<file path="config.mk">
export PLATFORM = sky130hd
export DESIGN_NAME = pis_flags_top
export DESIGN_NICKNAME = d
export VERILOG_FILES = /design/src/rtl/pis_pkg.sv /design/src/rtl/pis_flags_top.sv
export SDC_FILE = /design/constraint.sdc
export NUM_CORES = 1
export LEC_CHECK = 0
export BUFFER_PORTS_ARGS = -buffer_cell sky130_fd_sc_hd__clkbuf_2
export CELL_PAD_IN_SITES_DETAIL_PLACEMENT = 1
export CELL_PAD_IN_SITES_GLOBAL_PLACEMENT = 2
export CORE_MARGIN = 2
export CORE_UTILIZATION = 30
export CTS_BUF_LIST = sky130_fd_sc_hd__clkbuf_8
export CTS_CLUSTER_DIAMETER = 30
export DETAILED_ROUTE_END_ITERATION = 8
export GPL_TIMING_DRIVEN = 0
export HOLD_SLACK_MARGIN = 0.1
export PLACE_DENSITY = 0.69
export SLEW_MARGIN = 30
export SYNTH_ARGS = -nofsm -noshare
export SYNTH_HDL_FRONTEND = slang
export SYNTH_SLANG_ARGS = --single-unit
</file>
<file path="constraint.sdc">
create_clock -name clk_sys -period 5.5 [get_ports clk_sys]
set_input_delay 0 -clock clk_sys [delete_from_list [all_inputs] [get_ports clk_sys]]
set_output_delay 0 -clock clk_sys [all_outputs]
set_load 0.01 [all_outputs]
</file>
<file path="src/rtl/pis_pkg.sv">
// Purpose: Shared constants and types of the sub-level interrupt flags
// Assumes: 8-bit register port driven by the device's serial target logic
// Notes:   Flag registers clear on write of 1; masks are plain read/write

package pis_pkg;

   // ------------------------------------------------------------
   // Register offsets
   // ------------------------------------------------------------
   localparam logic [7:0] ADDR_SYS_MASK   = 8'h03;
   localparam logic [7:0] ADDR_CHG_FLAGS  = 8'h04;
   localparam logic [7:0] ADDR_CHG_MASK   = 8'h05;
   localparam logic [7:0] ADDR_RAIL_FLAGS = 8'h06;
   localparam logic [7:0] ADDR_RAIL_MASK  = 8'h07;

   // ------------------------------------------------------------
   // Reset values and widths
   // ------------------------------------------------------------
   localparam int         SYS_W           = 6;
   localparam int         CHG_W           = 7;
   localparam int         RAIL_W          = 4;
   localparam int         LIN_W           = 2;
   localparam logic [7:0] SYS_MASK_RST    = 8'h3f;
   localparam logic [7:0] CHG_MASK_RST    = 8'h7f;
   localparam logic [7:0] RAIL_MASK_RST   = 8'hff;
   localparam logic [7:0] RD_UNMAPPED     = 8'h00;

   // ------------------------------------------------------------
   // Charger flag positions
   // ------------------------------------------------------------
   localparam int CHG_DEAD_BIT   = 6;
   localparam int CHG_ILIM_BIT   = 5;
   localparam int CHG_FAST_BIT   = 4;
   localparam int CHG_PREQ_BIT   = 3;
   localparam int CHG_BATT_BIT   = 2;
   localparam int CHG_VGOOD_BIT  = 1;
   localparam int CHG_GOOD_BIT   = 0;

   // ------------------------------------------------------------
   // Rail flag positions
   // ------------------------------------------------------------
   localparam int RAIL_BUCK1_BIT = 3;
   localparam int RAIL_BUCK2_BIT = 2;
   localparam int RAIL_LIN1_BIT  = 1;
   localparam int RAIL_LIN2_BIT  = 0;

   // Cycles after reset release before change detection starts
   localparam int ARM_CYCLES     = 3;

   // ------------------------------------------------------------
   // Carriers
   // ------------------------------------------------------------
   typedef struct packed {
      logic deadTimer;
      logic inputLimit;
      logic fastTimer;
      logic prequalTimer;
   } pis_chg_evt_t;

   typedef struct packed {
      logic battPresent;
      logic battVoltGood;
      logic chargerGood;
      logic buck1Good;
      logic buck2Good;
      logic linreg1Good;
      logic linreg2Good;
   } pis_status_t;

   typedef struct packed {
      logic sysGroup;
      logic chargerGroup;
      logic buckGroup;
      logic linregGroup;
   } pis_group_t;

endpackage : pis_pkg

</file>
<file path="src/rtl/pis_flags_top.sv">
// Purpose: Sub-level interrupt flags, masks, group summary and irq line
// Assumes: Status and timer inputs arrive from outside the clock domain
// Notes:   Register port is synchronous to clk_sys
//
// What this block does
// [RULE1] System mask holds six event mask bits
// [RULE2] Mask one blocks event, zero passes it
// [RULE3] Unmasked charger flags set charger group bit
// [RULE4] Bit 6 latches dead timer expiry
// [RULE5] Bit 5 latches input current limiting
// [RULE6] Bit 4 latches fast-charge timer expiry
// [RULE7] Bit 3 latches pre-qualification timer expiry
// [RULE8] Bit 2 latches battery-present status change
// [RULE9] Bit 1 latches battery-voltage-good change
// [RULE10] Bit 0 latches charger-good status change
// [RULE11] Flag registers clear on host write
// [RULE12] Charger mask bits 6..0 reset masked
// [RULE13] Unmasked rail flags drive buck, linreg groups
// [RULE14] Rail bit 3 latches buck1 good change
// [RULE15] Rail bit 2 latches buck2 good change
// [RULE16] Rail bits 1,0 latch linreg changes
// [RULE17] Group bit clears after all group flags
// [RULE18] Irq line asserts on first unmasked event
// [RULE19] Rail mask bits 3..0 reset masked
// [RULE20] Write one clears; coincident event wins

`timescale 1ns/1ns

module pis_flags_top
   import pis_pkg::*;
#(
   parameter int SYNC_DEPTH = 2
) (
   input  wire logic                  clk_sys,
   input  wire logic                  reset_n,
   input  wire logic [7:0]            regAddr,
   input  wire logic [7:0]            regWrData,
   input  wire logic                  regWrEn,
   input  wire logic                  regRdEn,
   output      logic [7:0]            regRdData,
   input  wire pis_chg_evt_t          chgTimerIn,
   input  wire pis_status_t           statusIn,
   input  wire logic [SYS_W-1:0]      sysFlags,
   output      pis_group_t            groupBits,
   output      logic                  irqLineOut,
   output      logic                  irqLineOe
);

   // ------------------------------------------------------------
   // Elaboration check
   // ------------------------------------------------------------
   if (SYNC_DEPTH < 2) begin : gBadDepth
      $error("SYNC_DEPTH must be at least 2");
   end

   localparam int IN_W  = $bits(pis_chg_evt_t) + $bits(pis_status_t);
   localparam int ARM_W = ARM_CYCLES + SYNC_DEPTH - 2;

   // ------------------------------------------------------------
   // Reset release
   // ------------------------------------------------------------
   logic rstSync1_q;
   logic rstSync2_q;
   logic rstN;

   always_ff @(posedge clk_sys or negedge reset_n) begin
      if (!reset_n) begin
         rstSync1_q <= 1'b0;
         rstSync2_q <= 1'b0;
      end else begin
         rstSync1_q <= 1'b1;
         rstSync2_q <= rstSync1_q;
      end
   end
   assign rstN = rstSync2_q;

   // ------------------------------------------------------------
   // Input synchronisers
   // ------------------------------------------------------------
   logic [IN_W-1:0] rawIn;
   logic [IN_W-1:0] syncChain_q [SYNC_DEPTH];
   logic [IN_W-1:0] syncIn;
   logic [IN_W-1:0] prevIn_q;
   logic [ARM_W-1:0] arm_q;
   logic            armed;

   assign rawIn = {chgTimerIn, statusIn};

   always_ff @(posedge clk_sys or negedge rstN) begin
      if (!rstN) begin
         for (int i = 0; i < SYNC_DEPTH; i++) begin
            syncChain_q[i] <= '0;
         end
      end else begin
         syncChain_q[0] <= rawIn;
         for (int i = 1; i < SYNC_DEPTH; i++) begin
            syncChain_q[i] <= syncChain_q[i-1];
         end
      end
   end
   assign syncIn = syncChain_q[SYNC_DEPTH-1];

   // Change detection waits until the chain holds real samples
   always_ff @(posedge clk_sys or negedge rstN) begin
      if (!rstN) begin
         prevIn_q <= '0;
         arm_q    <= '0;
      end else begin
         prevIn_q <= syncIn;
         arm_q    <= {arm_q[ARM_W-2:0], 1'b1};
      end
   end
   assign armed = arm_q[ARM_W-1];

   // ------------------------------------------------------------
   // Event detection
   // ------------------------------------------------------------
   pis_chg_evt_t     tmrNow;
   pis_chg_evt_t     tmrPrev;
   pis_status_t      stNow;
   pis_status_t      stPrev;
   logic [CHG_W-1:0] chgEvt;
   logic [RAIL_W-1:0] railEvt;

   assign {tmrNow, stNow}   = syncIn;
   assign {tmrPrev, stPrev} = prevIn_q;

   always_comb begin
      chgEvt  = '0;
      railEvt = '0;
      if (armed) begin
         chgEvt[CHG_DEAD_BIT]  = tmrNow.deadTimer
                                 & ~tmrPrev.deadTimer;       // [RULE4]
         chgEvt[CHG_ILIM_BIT]  = tmrNow.inputLimit
                                 & ~tmrPrev.inputLimit;      // [RULE5]
         chgEvt[CHG_FAST_BIT]  = tmrNow.fastTimer
                                 & ~tmrPrev.fastTimer;       // [RULE6]
         chgEvt[CHG_PREQ_BIT]  = tmrNow.prequalTimer
                                 & ~tmrPrev.prequalTimer;    // [RULE7]
         chgEvt[CHG_BATT_BIT]  = stNow.battPresent
                                 ^ stPrev.battPresent;       // [RULE8]
         chgEvt[CHG_VGOOD_BIT] = stNow.battVoltGood
                                 ^ stPrev.battVoltGood;      // [RULE9]
         chgEvt[CHG_GOOD_BIT]  = stNow.chargerGood
                                 ^ stPrev.chargerGood;       // [RULE10]
         railEvt[RAIL_BUCK1_BIT] = stNow.buck1Good
                                   ^ stPrev.buck1Good;       // [RULE14]
         railEvt[RAIL_BUCK2_BIT] = stNow.buck2Good
                                   ^ stPrev.buck2Good;       // [RULE15]
         railEvt[RAIL_LIN1_BIT]  = stNow.linreg1Good
                                   ^ stPrev.linreg1Good;     // [RULE16]
         railEvt[RAIL_LIN2_BIT]  = stNow.linreg2Good
                                   ^ stPrev.linreg2Good;     // [RULE16]
      end
   end

   // ------------------------------------------------------------
   // Register writes
   // ------------------------------------------------------------
   logic [7:0]        sysMask_q;
   logic [7:0]        chgMask_q;
   logic [7:0]        railMask_q;
   logic [CHG_W-1:0]  chgFlags_q;
   logic [RAIL_W-1:0] railFlags_q;
   logic              wrChgFlags;
   logic              wrRailFlags;
   logic [CHG_W-1:0]  chgClr;
   logic [RAIL_W-1:0] railClr;

   assign wrChgFlags  = regWrEn && (regAddr == ADDR_CHG_FLAGS);
   assign wrRailFlags = regWrEn && (regAddr == ADDR_RAIL_FLAGS);
   assign chgClr  = wrChgFlags  ? regWrData[CHG_W-1:0]  : '0; // [RULE11]
   assign railClr = wrRailFlags ? regWrData[RAIL_W-1:0] : '0; // [RULE11]

   always_ff @(posedge clk_sys or negedge rstN) begin
      if (!rstN) begin
         sysMask_q  <= SYS_MASK_RST;                           // [RULE1]
         chgMask_q  <= CHG_MASK_RST;                           // [RULE12]
         railMask_q <= RAIL_MASK_RST;                          // [RULE19]
      end else if (regWrEn) begin
         if (regAddr == ADDR_SYS_MASK) begin
            sysMask_q <= regWrData;                            // [RULE2]
         end
         if (regAddr == ADDR_CHG_MASK) begin
            chgMask_q <= regWrData;                            // [RULE12]
         end
         if (regAddr == ADDR_RAIL_MASK) begin
            railMask_q <= regWrData;                           // [RULE19]
         end
      end
   end

   // Sticky flags: a new event wins over a clear in the same cycle
   always_ff @(posedge clk_sys or negedge rstN) begin
      if (!rstN) begin
         chgFlags_q  <= '0;                                    // [RULE11]
         railFlags_q <= '0;                                    // [RULE11]
      end else begin
         chgFlags_q  <= chgEvt | (chgFlags_q & ~chgClr);       // [RULE20]
         railFlags_q <= railEvt | (railFlags_q & ~railClr);    // [RULE20]
      end
   end

   // ------------------------------------------------------------
   // Register reads
   // ------------------------------------------------------------
   logic [7:0] rdData_d;
   logic [7:0] regRdData_q;

   always_comb begin
      case (regAddr)
         ADDR_SYS_MASK:   rdData_d = sysMask_q;
         ADDR_CHG_FLAGS:  rdData_d = {1'b0, chgFlags_q};
         ADDR_CHG_MASK:   rdData_d = chgMask_q;
         ADDR_RAIL_FLAGS: rdData_d = {4'h0, railFlags_q};
         ADDR_RAIL_MASK:  rdData_d = railMask_q;
         default:         rdData_d = RD_UNMAPPED;
      endcase
   end

   always_ff @(posedge clk_sys or negedge rstN) begin
      if (!rstN) begin
         regRdData_q <= '0;
      end else if (regRdEn) begin
         regRdData_q <= rdData_d;
      end
   end
   assign regRdData = regRdData_q;

   // ------------------------------------------------------------
   // Group summary and interrupt line
   // ------------------------------------------------------------
   pis_group_t group_d;
   pis_group_t group_q;
   logic       irqOe_q;
   logic       irqOut_q;

   always_comb begin
      group_d.sysGroup     = |(sysFlags & ~sysMask_q[SYS_W-1:0]); // [RULE2]
      group_d.chargerGroup = |(chgFlags_q
                               & ~chgMask_q[CHG_W-1:0]);    // [RULE3]
      group_d.buckGroup    = |(railFlags_q[RAIL_W-1:LIN_W]
                               & ~railMask_q[RAIL_W-1:LIN_W]); // [RULE13]
      group_d.linregGroup  = |(railFlags_q[LIN_W-1:0]
                               & ~railMask_q[LIN_W-1:0]);   // [RULE13]
   end

   // Group bits fall only once every unmasked flag of the group is gone
   always_ff @(posedge clk_sys or negedge rstN) begin
      if (!rstN) begin
         group_q  <= '0;
         irqOe_q  <= 1'b0;
         irqOut_q <= 1'b0;
      end else begin
         group_q  <= group_d;                                  // [RULE17]
         irqOe_q  <= |group_d;                                 // [RULE18]
         irqOut_q <= 1'b0;
      end
   end

   assign groupBits  = group_q;
   assign irqLineOe  = irqOe_q;
   assign irqLineOut = irqOut_q;

endmodule : pis_flags_top

</file>
==> run_results.csv, run 1 <==
group,metric,value,unit
grt,grt.total_usage,13.9,%
layout,layout_commonest_cell,"dfrtp_1",
power_and_ir_drop,power_density,285,nW/um^2
clocking,htreeDepth,3,
power_and_ir_drop,p_leak,1.98,nW
yosys,synthArstFlopShare,100,%
layout,drive_gt1_share,35.6,%
critical_path,crit_start,"regAddr[6]",
clocking,cts_resized,0,
layout,fill_cells,1173,
power_and_ir_drop,p_switching,0.000292,W
placement,port_buffers,48,
sta,timing.fmax,0.529,GHz
critical_path,ff2ff_path_depth,4,
sta,finClkSkew,0.00764,ns
sta,grt_setup_unrepaired,"no",
yosys,synth_area_per_cell,13.5,sq um
sta,final_max_slew_viol_count,0,
sta,period_share,34.3,%
floorplan,pin_count,51,
placement,finalWeightedCongestion,0.785,
min_path,min_to,"regRdData[7]",
routing,vias,2231,
yosys,synth.yosys.seq_area_share,64.5,%
critical_path,end_kind,"flip-flop",
clocking,clk_pin_slew,0.09,ns
power_and_ir_drop,p_seq_share,55.7,%
floorplan,die_w,110,microns
power_and_ir_drop,vdd_ir_drop_max,0.144,mV
layout,nets,375,
floorplan,die-area,12100,sq um
job,max_cap_viol_count,0,
yosys,ys_warn_count,0,
layout,final_cell_mix,"64 x dfrtp_1, 48 x clkbuf_2, 26 x inv_1, 26 x dlygate4sd3_1, 25 x mux2_2",
yosys,synth-edff-count,0,
floorplan,design.core.area,10900,sq um
layout,antenna_cells,0,
clocking,root_buffer,"clkbuf_8",
floorplan,start_util,31.0,%
critical_path,reg2reg_from,"chgMask_q[6]",
outcome,status,"finished, final reports clean",
clocking,worstSkewPairLatency,0.36,ns
min_path,hp-class,"input port to flip-flop",
critical_path,cp.arrival,2.14,ns
power_and_ir_drop,switching_share,23.9,%
power_and_ir_drop,p_total,0.00122,W
layout,fin_cells,483,
routing,wl_met2,3660,microns
grt,overflow,0,
routing,wl_per_cell,15.8,microns
routing,via_per_inst,4.62,
yosys,synthCells,251,
sta,tightest_slew,0.618,ns
critical_path,required,5.75,ns
power_and_ir_drop,internal_power,0.000931,W
sta,hold_viol_final,0,
sta,fin_crit,1.89,ns
yosys,synth.distinct_cells,34,
routing,highest_layer,"met4",
grt,grt_start_max_net_pins,47,
placement,placed_cells,441,
yosys,synth-seq-cells,86,
layout,fin_util,39.4,%
sta,setup_viol,0,
clocking,cts_tree,"done",
critical_path,critical_path.max_fanout,4,
routing,wl_met1,3560,microns
sta,fin_setup_tns,0,ns
placement,post_dp_cell_area,3830,sq um
clocking,cts_buffer_depth,2,
routing,wl_met3,291,microns
sta,slew_headroom,58.8,%
routing,drc,0,
critical_path,rrSetupSlack,3.65,ns
grt,grt_pass1_vias,2384,
layout,syn_to_final_growth,27.0,%
layout,final_design_area_no_fill,4290,sq um
critical_path,worstReg2RegEnd,"irqLineOe",
routing,drt.antenna.violating_nets,0,
floorplan,row_count,38,
clocking,cts_made_buffers,9,
power_and_ir_drop,comb_power_share,7.7,%
routing,drt_iter0_markers,56,
power_and_ir_drop,clockPowerShare,36.5,%
grt,grt_pass1_wl,12400,microns
min_path,hold_depth,5,
routing,drtPass1Iterations,4,
yosys,synth_flop_cell,"dfrtp_1",
critical_path,startpoint_type,"input port",
critical_path,crit_type,"input port to flip-flop",
grt,antenna_found_initial,0,
yosys,synthesis.area,3380,sq um
clocking,clkSinkCount,86,
placement,hpwl,5580,microns
min_path,min_from,"regAddr[7]",
clocking,post_cts_buffers,0,
routing,drt-total-wl,7640,microns
floorplan,die_y,110,microns
## synth_stat cells, types with 4 or more instances
cell type | number | share of area (%)
nand4b_1 | 4 | 1.0
xor2_1 | 7 | 1.8
nand3_1 | 8 | 1.2
o22ai_1 | 12 | 2.2
o21ai_0 | 4 | 0.59
nand2_1 | 7 | 0.78
nor2b_1 | 4 | 0.74
a32o_1 | 4 | 1.2
o221ai_1 | 4 | 1.0
a22o_1 | 7 | 1.8
inv_1 | 25 | 2.8
a21oi_1 | 5 | 0.74
nand2b_1 | 7 | 1.3
dfrtp_1 | 65 | 48
dfstp_2 | 21 | 16
mux2i_1 | 11 | 3.3
clkbuf_1 | 7 | 0.78
mux2_2 | 25 | 8.3
## power groups by stage
stage	Sequential, W	Clock [W]	Combinational [W]
after floorplan	0.000693	0	0.0000407
after global placement	0.000699	0	0.0000720
after detailed placement	0.000695	0	0.0000822
after CTS	0.000683	0.000467	0.0000964
after global routing	0.000687	0.000491	0.000105
final	0.000682	0.000447	0.0000945
## how the worst max path moves through the flow
| stage | to | slack, ns | cells after the start |
|---|---|---|---|
| finish | railFlags_q[3] | 3.61 | 6 |
| global route | railFlags_q[3] | 3.57 | 6 |
| global placement | regRdData[6] | 1.97 | 0 |
| floorplan | arm_q[0] | 2.96 | 0 |
| CTS | railFlags_q[3] | 3.58 | 6 |
| detailed placement | irqLineOe | 3.65 | 4 |
## state kept, by name, indices dropped and copies added, names as in the netlist, 7 cells and up
signal       flops
syncIn          11
chgMask_q        8
regRdData        8
chgFlags_q       7
prevIn_q        11
syncChain_q     11
railMask_q       8
sysMask_q        8
## final cells by class
| class | instances | area, sq um | area share (%) |
|---|---|---|---|
| repair buffers | 75 | 528 | 12.3 |
| clock inverters | 6 | 62.6 | 1.46 |
| inverters | 25 | 93.8 | 2.19 |
| clock buffers | 10 | 138 | 3.21 |
| flip-flops and latches | 86 | 2180 | 50.9 |
| multi-input cells | 131 | 1070 | 24.9 |
| well taps | 140 | 175 | 4.09 |
| plain buffers | 10 | 42.5 | 0.992 |
## routing by layer
metal / global-route usage (%) / vias up
met5: 0 / -
met4: 5.09 / 0
met3: 3.47 / 13
met2: 22.6 / 48
met1: 18.1 / 1117
li1: - / 1053
## repair_timing
action	CTS	global route
hold buffers	26	0
endpoints found under the setup margin	0	0
hold endpoints to repair	54	0
## worst max-delay path, cell delays in order
cell and delay [ns]:
dlygate4sd3_1 0.53, clkbuf_2 0.14, nor4_4 0.45, dlygate4sd3_1 0.68, nand4b_1 0.13, a22o_1 0.21
## per-stage QoR
stage                     hold slack [ns]  setup WS [ns]
after global placement             -0.214           1.97
after floorplan                    -0.296           2.96
after CTS                           0.108           3.58
final                               0.108           3.61
after global routing                0.132           3.57
after detailed placement           -0.212           3.65
## cells by family after synthesis
| logic type | count (synthesis) | synth area share [%] |
|---|---|---|
| flip-flops | 86 | 64.5 |
| AND/OR/NAND/NOR | 43 | 8.45 |
| AO/OA/AOI/OAI | 42 | 9.37 |
| multiplexers | 36 | 11.6 |
| buffers and inverters | 35 | 4.04 |
| XOR/XNOR | 7 | 1.82 |
| other | 2 | 0.222 |
(Power assumes the default switching activity.)
==> run 2: changes to the inputs <==
==> constraint.sdc (replaced) <==
create_clock -name clk_sys -period 1.9 [get_ports clk_sys]
set_input_delay 0 -clock clk_sys [delete_from_list [all_inputs] [get_ports clk_sys]]
set_output_delay 0 -clock clk_sys [all_outputs]
set_load 0.01 [all_outputs]
==> run_results.csv, run 2 (synthesis results as in run 1) <==
group,metric,value,unit
outcome,status,"finished, final reports clean",
routing,drt-total-wl,7620,microns
critical_path,slowest_delay,0.54,ns
min_path,hp-class,"input port to flip-flop",
floorplan,die_y,110,microns
min_path,min_from,"sysFlags[1]",
sta,grt_setup_unrepaired,"no",
routing,drt_iter0_markers,45,
critical_path,crit_path_cell_trace,"nand2b_1 -> o221ai_1 -> or3_4 -> or4_1",
layout,drive_gt1_share,35.8,%
critical_path,cpMaxStageDelayCell,"dfstp_2",
placement,port_buffers,48,
placement,post_dp_cell_area,3830,sq um
layout,final_design_area_no_fill,4350,sq um
floorplan,design.core.area,10900,sq um
grt,antenna_found_initial,0,
clocking,clkSinkCount,86,
sta,hold_viol_final,0,
sta,fin_crit,1.82,ns
placement,finalWeightedCongestion,0.782,
sta,finClkSkew,0.0122,ns
critical_path,worstReg2RegEnd,"irqLineOe",
layout,layout_commonest_cell,"dfrtp_1",
routing,drt.antenna.violating_nets,0,
power_and_ir_drop,vdd_ir_drop_max,0.427,mV
critical_path,startpoint_type,"flip-flop",
sta,slew_headroom,61.1,%
routing,drtPass1Iterations,4,
clocking,root_buffer,"clkbuf_8",
critical_path,end_kind,"flip-flop",
critical_path,critPathCapture,"irqLineOe",
layout,nets,376,
critical_path,required,2.14,ns
power_and_ir_drop,power_density,876,nW/um^2
critical_path,reg2reg_from,"chgMask_q[6]",
clocking,htreeDepth,3,
power_and_ir_drop,p_switching,0.000843,W
sta,setup_viol,0,
floorplan,row_count,38,
critical_path,cp.arrival,2.06,ns
layout,antenna_cells,0,
critical_path,critical_path.max_fanout,3,
routing,drc,0,
power_and_ir_drop,p_seq_share,51.8,%
floorplan,die_w,110,microns
floorplan,pin_count,51,
min_path,hold_depth,5,
sta,period_share,96.0,%
critical_path,rrSetupSlack,0.08,ns
grt,grt_start_max_net_pins,50,
critical_path,ff2ff_path_depth,4,
power_and_ir_drop,switching_share,22.1,%
routing,vias,2242,
clocking,post_cts_buffers,0,
routing,via_per_inst,4.63,
power_and_ir_drop,internal_power,0.00297,W
floorplan,start_util,31.0,%
sta,final_max_slew_viol_count,0,
sta,fin_hold_ws,0.145,ns
grt,overflow,0,
grt,grt_pass1_vias,2484,
floorplan,die-area,12100,sq um
routing,wl_per_cell,15.7,microns
sta,timing.fmax,0.548,GHz
clocking,clk_pin_slew,0.09,ns
placement,hpwl,5590,microns
power_and_ir_drop,comb_power_share,7.2,%
power_and_ir_drop,p_leak,2.01,nW
critical_path,crit_type,"flip-flop to flip-flop",
job,max_cap_viol_count,0,
clocking,cts_tree,"done",
clocking,cts_buffer_depth,2,
clocking,worstSkewPairLatency,0.36,ns
clocking,cts_made_buffers,9,
layout,final_cell_mix,"64 x dfrtp_1, 48 x clkbuf_2, 27 x dlygate4sd3_1",
critical_path,crit_start,"chgMask_q[6]",
grt,grt_pass1_wl,12600,microns
power_and_ir_drop,clockPowerShare,41.0,%
grt,grt.total_usage,14.0,%
sta,tightest_slew,0.583,ns
layout,syn_to_final_growth,28.8,%
-- run 2: changes by cell type in the layout (fill, tap and decap cells not counted), sizes merged --
cell	delta
inv	+1
clkinv	-2
clkinvlp	-1
dlygate4sd3	+1
bufinv	+2
-- run 2: repair_timing --
action	in CTS	in global routing
gates resized for setup	0	1
endpoints found under the hold margin	56	0
endpoints found under the setup margin	0	1
hold buffers	27	0
-- run 2: power groups by stage --
| stage | Combinational (W) | Sequential [W] | Clock (W) |
|---|---|---|---|
| 2_1_floorplan | 0.000118 | 0.00201 | 0 |
| 3_3_place_gp | 0.000208 | 0.00202 | 0 |
| 3_5_place_dp | 0.000240 | 0.00201 | 0 |
| 4_1_cts | 0.000282 | 0.00198 | 0.00162 |
| 5_1_grt | 0.000307 | 0.00199 | 0.00169 |
| 6_report | 0.000276 | 0.00197 | 0.00156 |
-- run 2: layout make-up --
cell class / count / area [sq um]
Tap cell: 140 / 175
Clock buffer: 10 / 138
Sequential cell: 86 / 2180
Timing Repair Buffer: 76 / 538
Fill cell: 1159 / 6540
Buffer: 10 / 42.5
Inverter: 25 / 93.8
Multi-Input combinational cell: 131 / 1070
Clock inverter: 6 / 110
-- run 2: routing by layer --
layer	up-vias	global-route usage (%)	routed length (microns)
met3	13	3.12	276
met5	-	0	0
met4	0	4.91	138
met2	45	23.9	3770
li1	1064	-	-
met1	1120	17.4	3430
-- run 2: metrics by stage --
stage / setup WS (ns) / power, W / util, % / setup TNS, ns / cells
after floorplan: 0.219 / 0.00212 / - / 0 / 252
after global placement: -0.0834 / 0.00223 / 34.9 / -4.87 / 440
after detailed placement: 0.00836 / 0.00225 / 35.2 / 0 / 441
after CTS: 0.00422 / 0.00388 / 39.9 / 0 / 484
after global routing: 0.00626 / 0.00399 / 40.0 / 0 / 484
final: 0.0761 / 0.00381 / 40.0 / 0 / 484
-- run 2: worst min-delay path by stage --
stage	to	slack, ns
final	irqLineOe	0.14
after global routing	railFlags_q[3]	0.17
after CTS	railFlags_q[3]	0.14
after detailed placement	rstSync1_q	-0.21
after global placement	rstSync1_q	-0.21
after floorplan	rstN	-0.30
-- run 2: critical path, delay by kind of cell (launching register included) --
family          cells  cell delay [ns]
simple gates        3             1.05
flops               1             0.54
compound gates      1             0.12
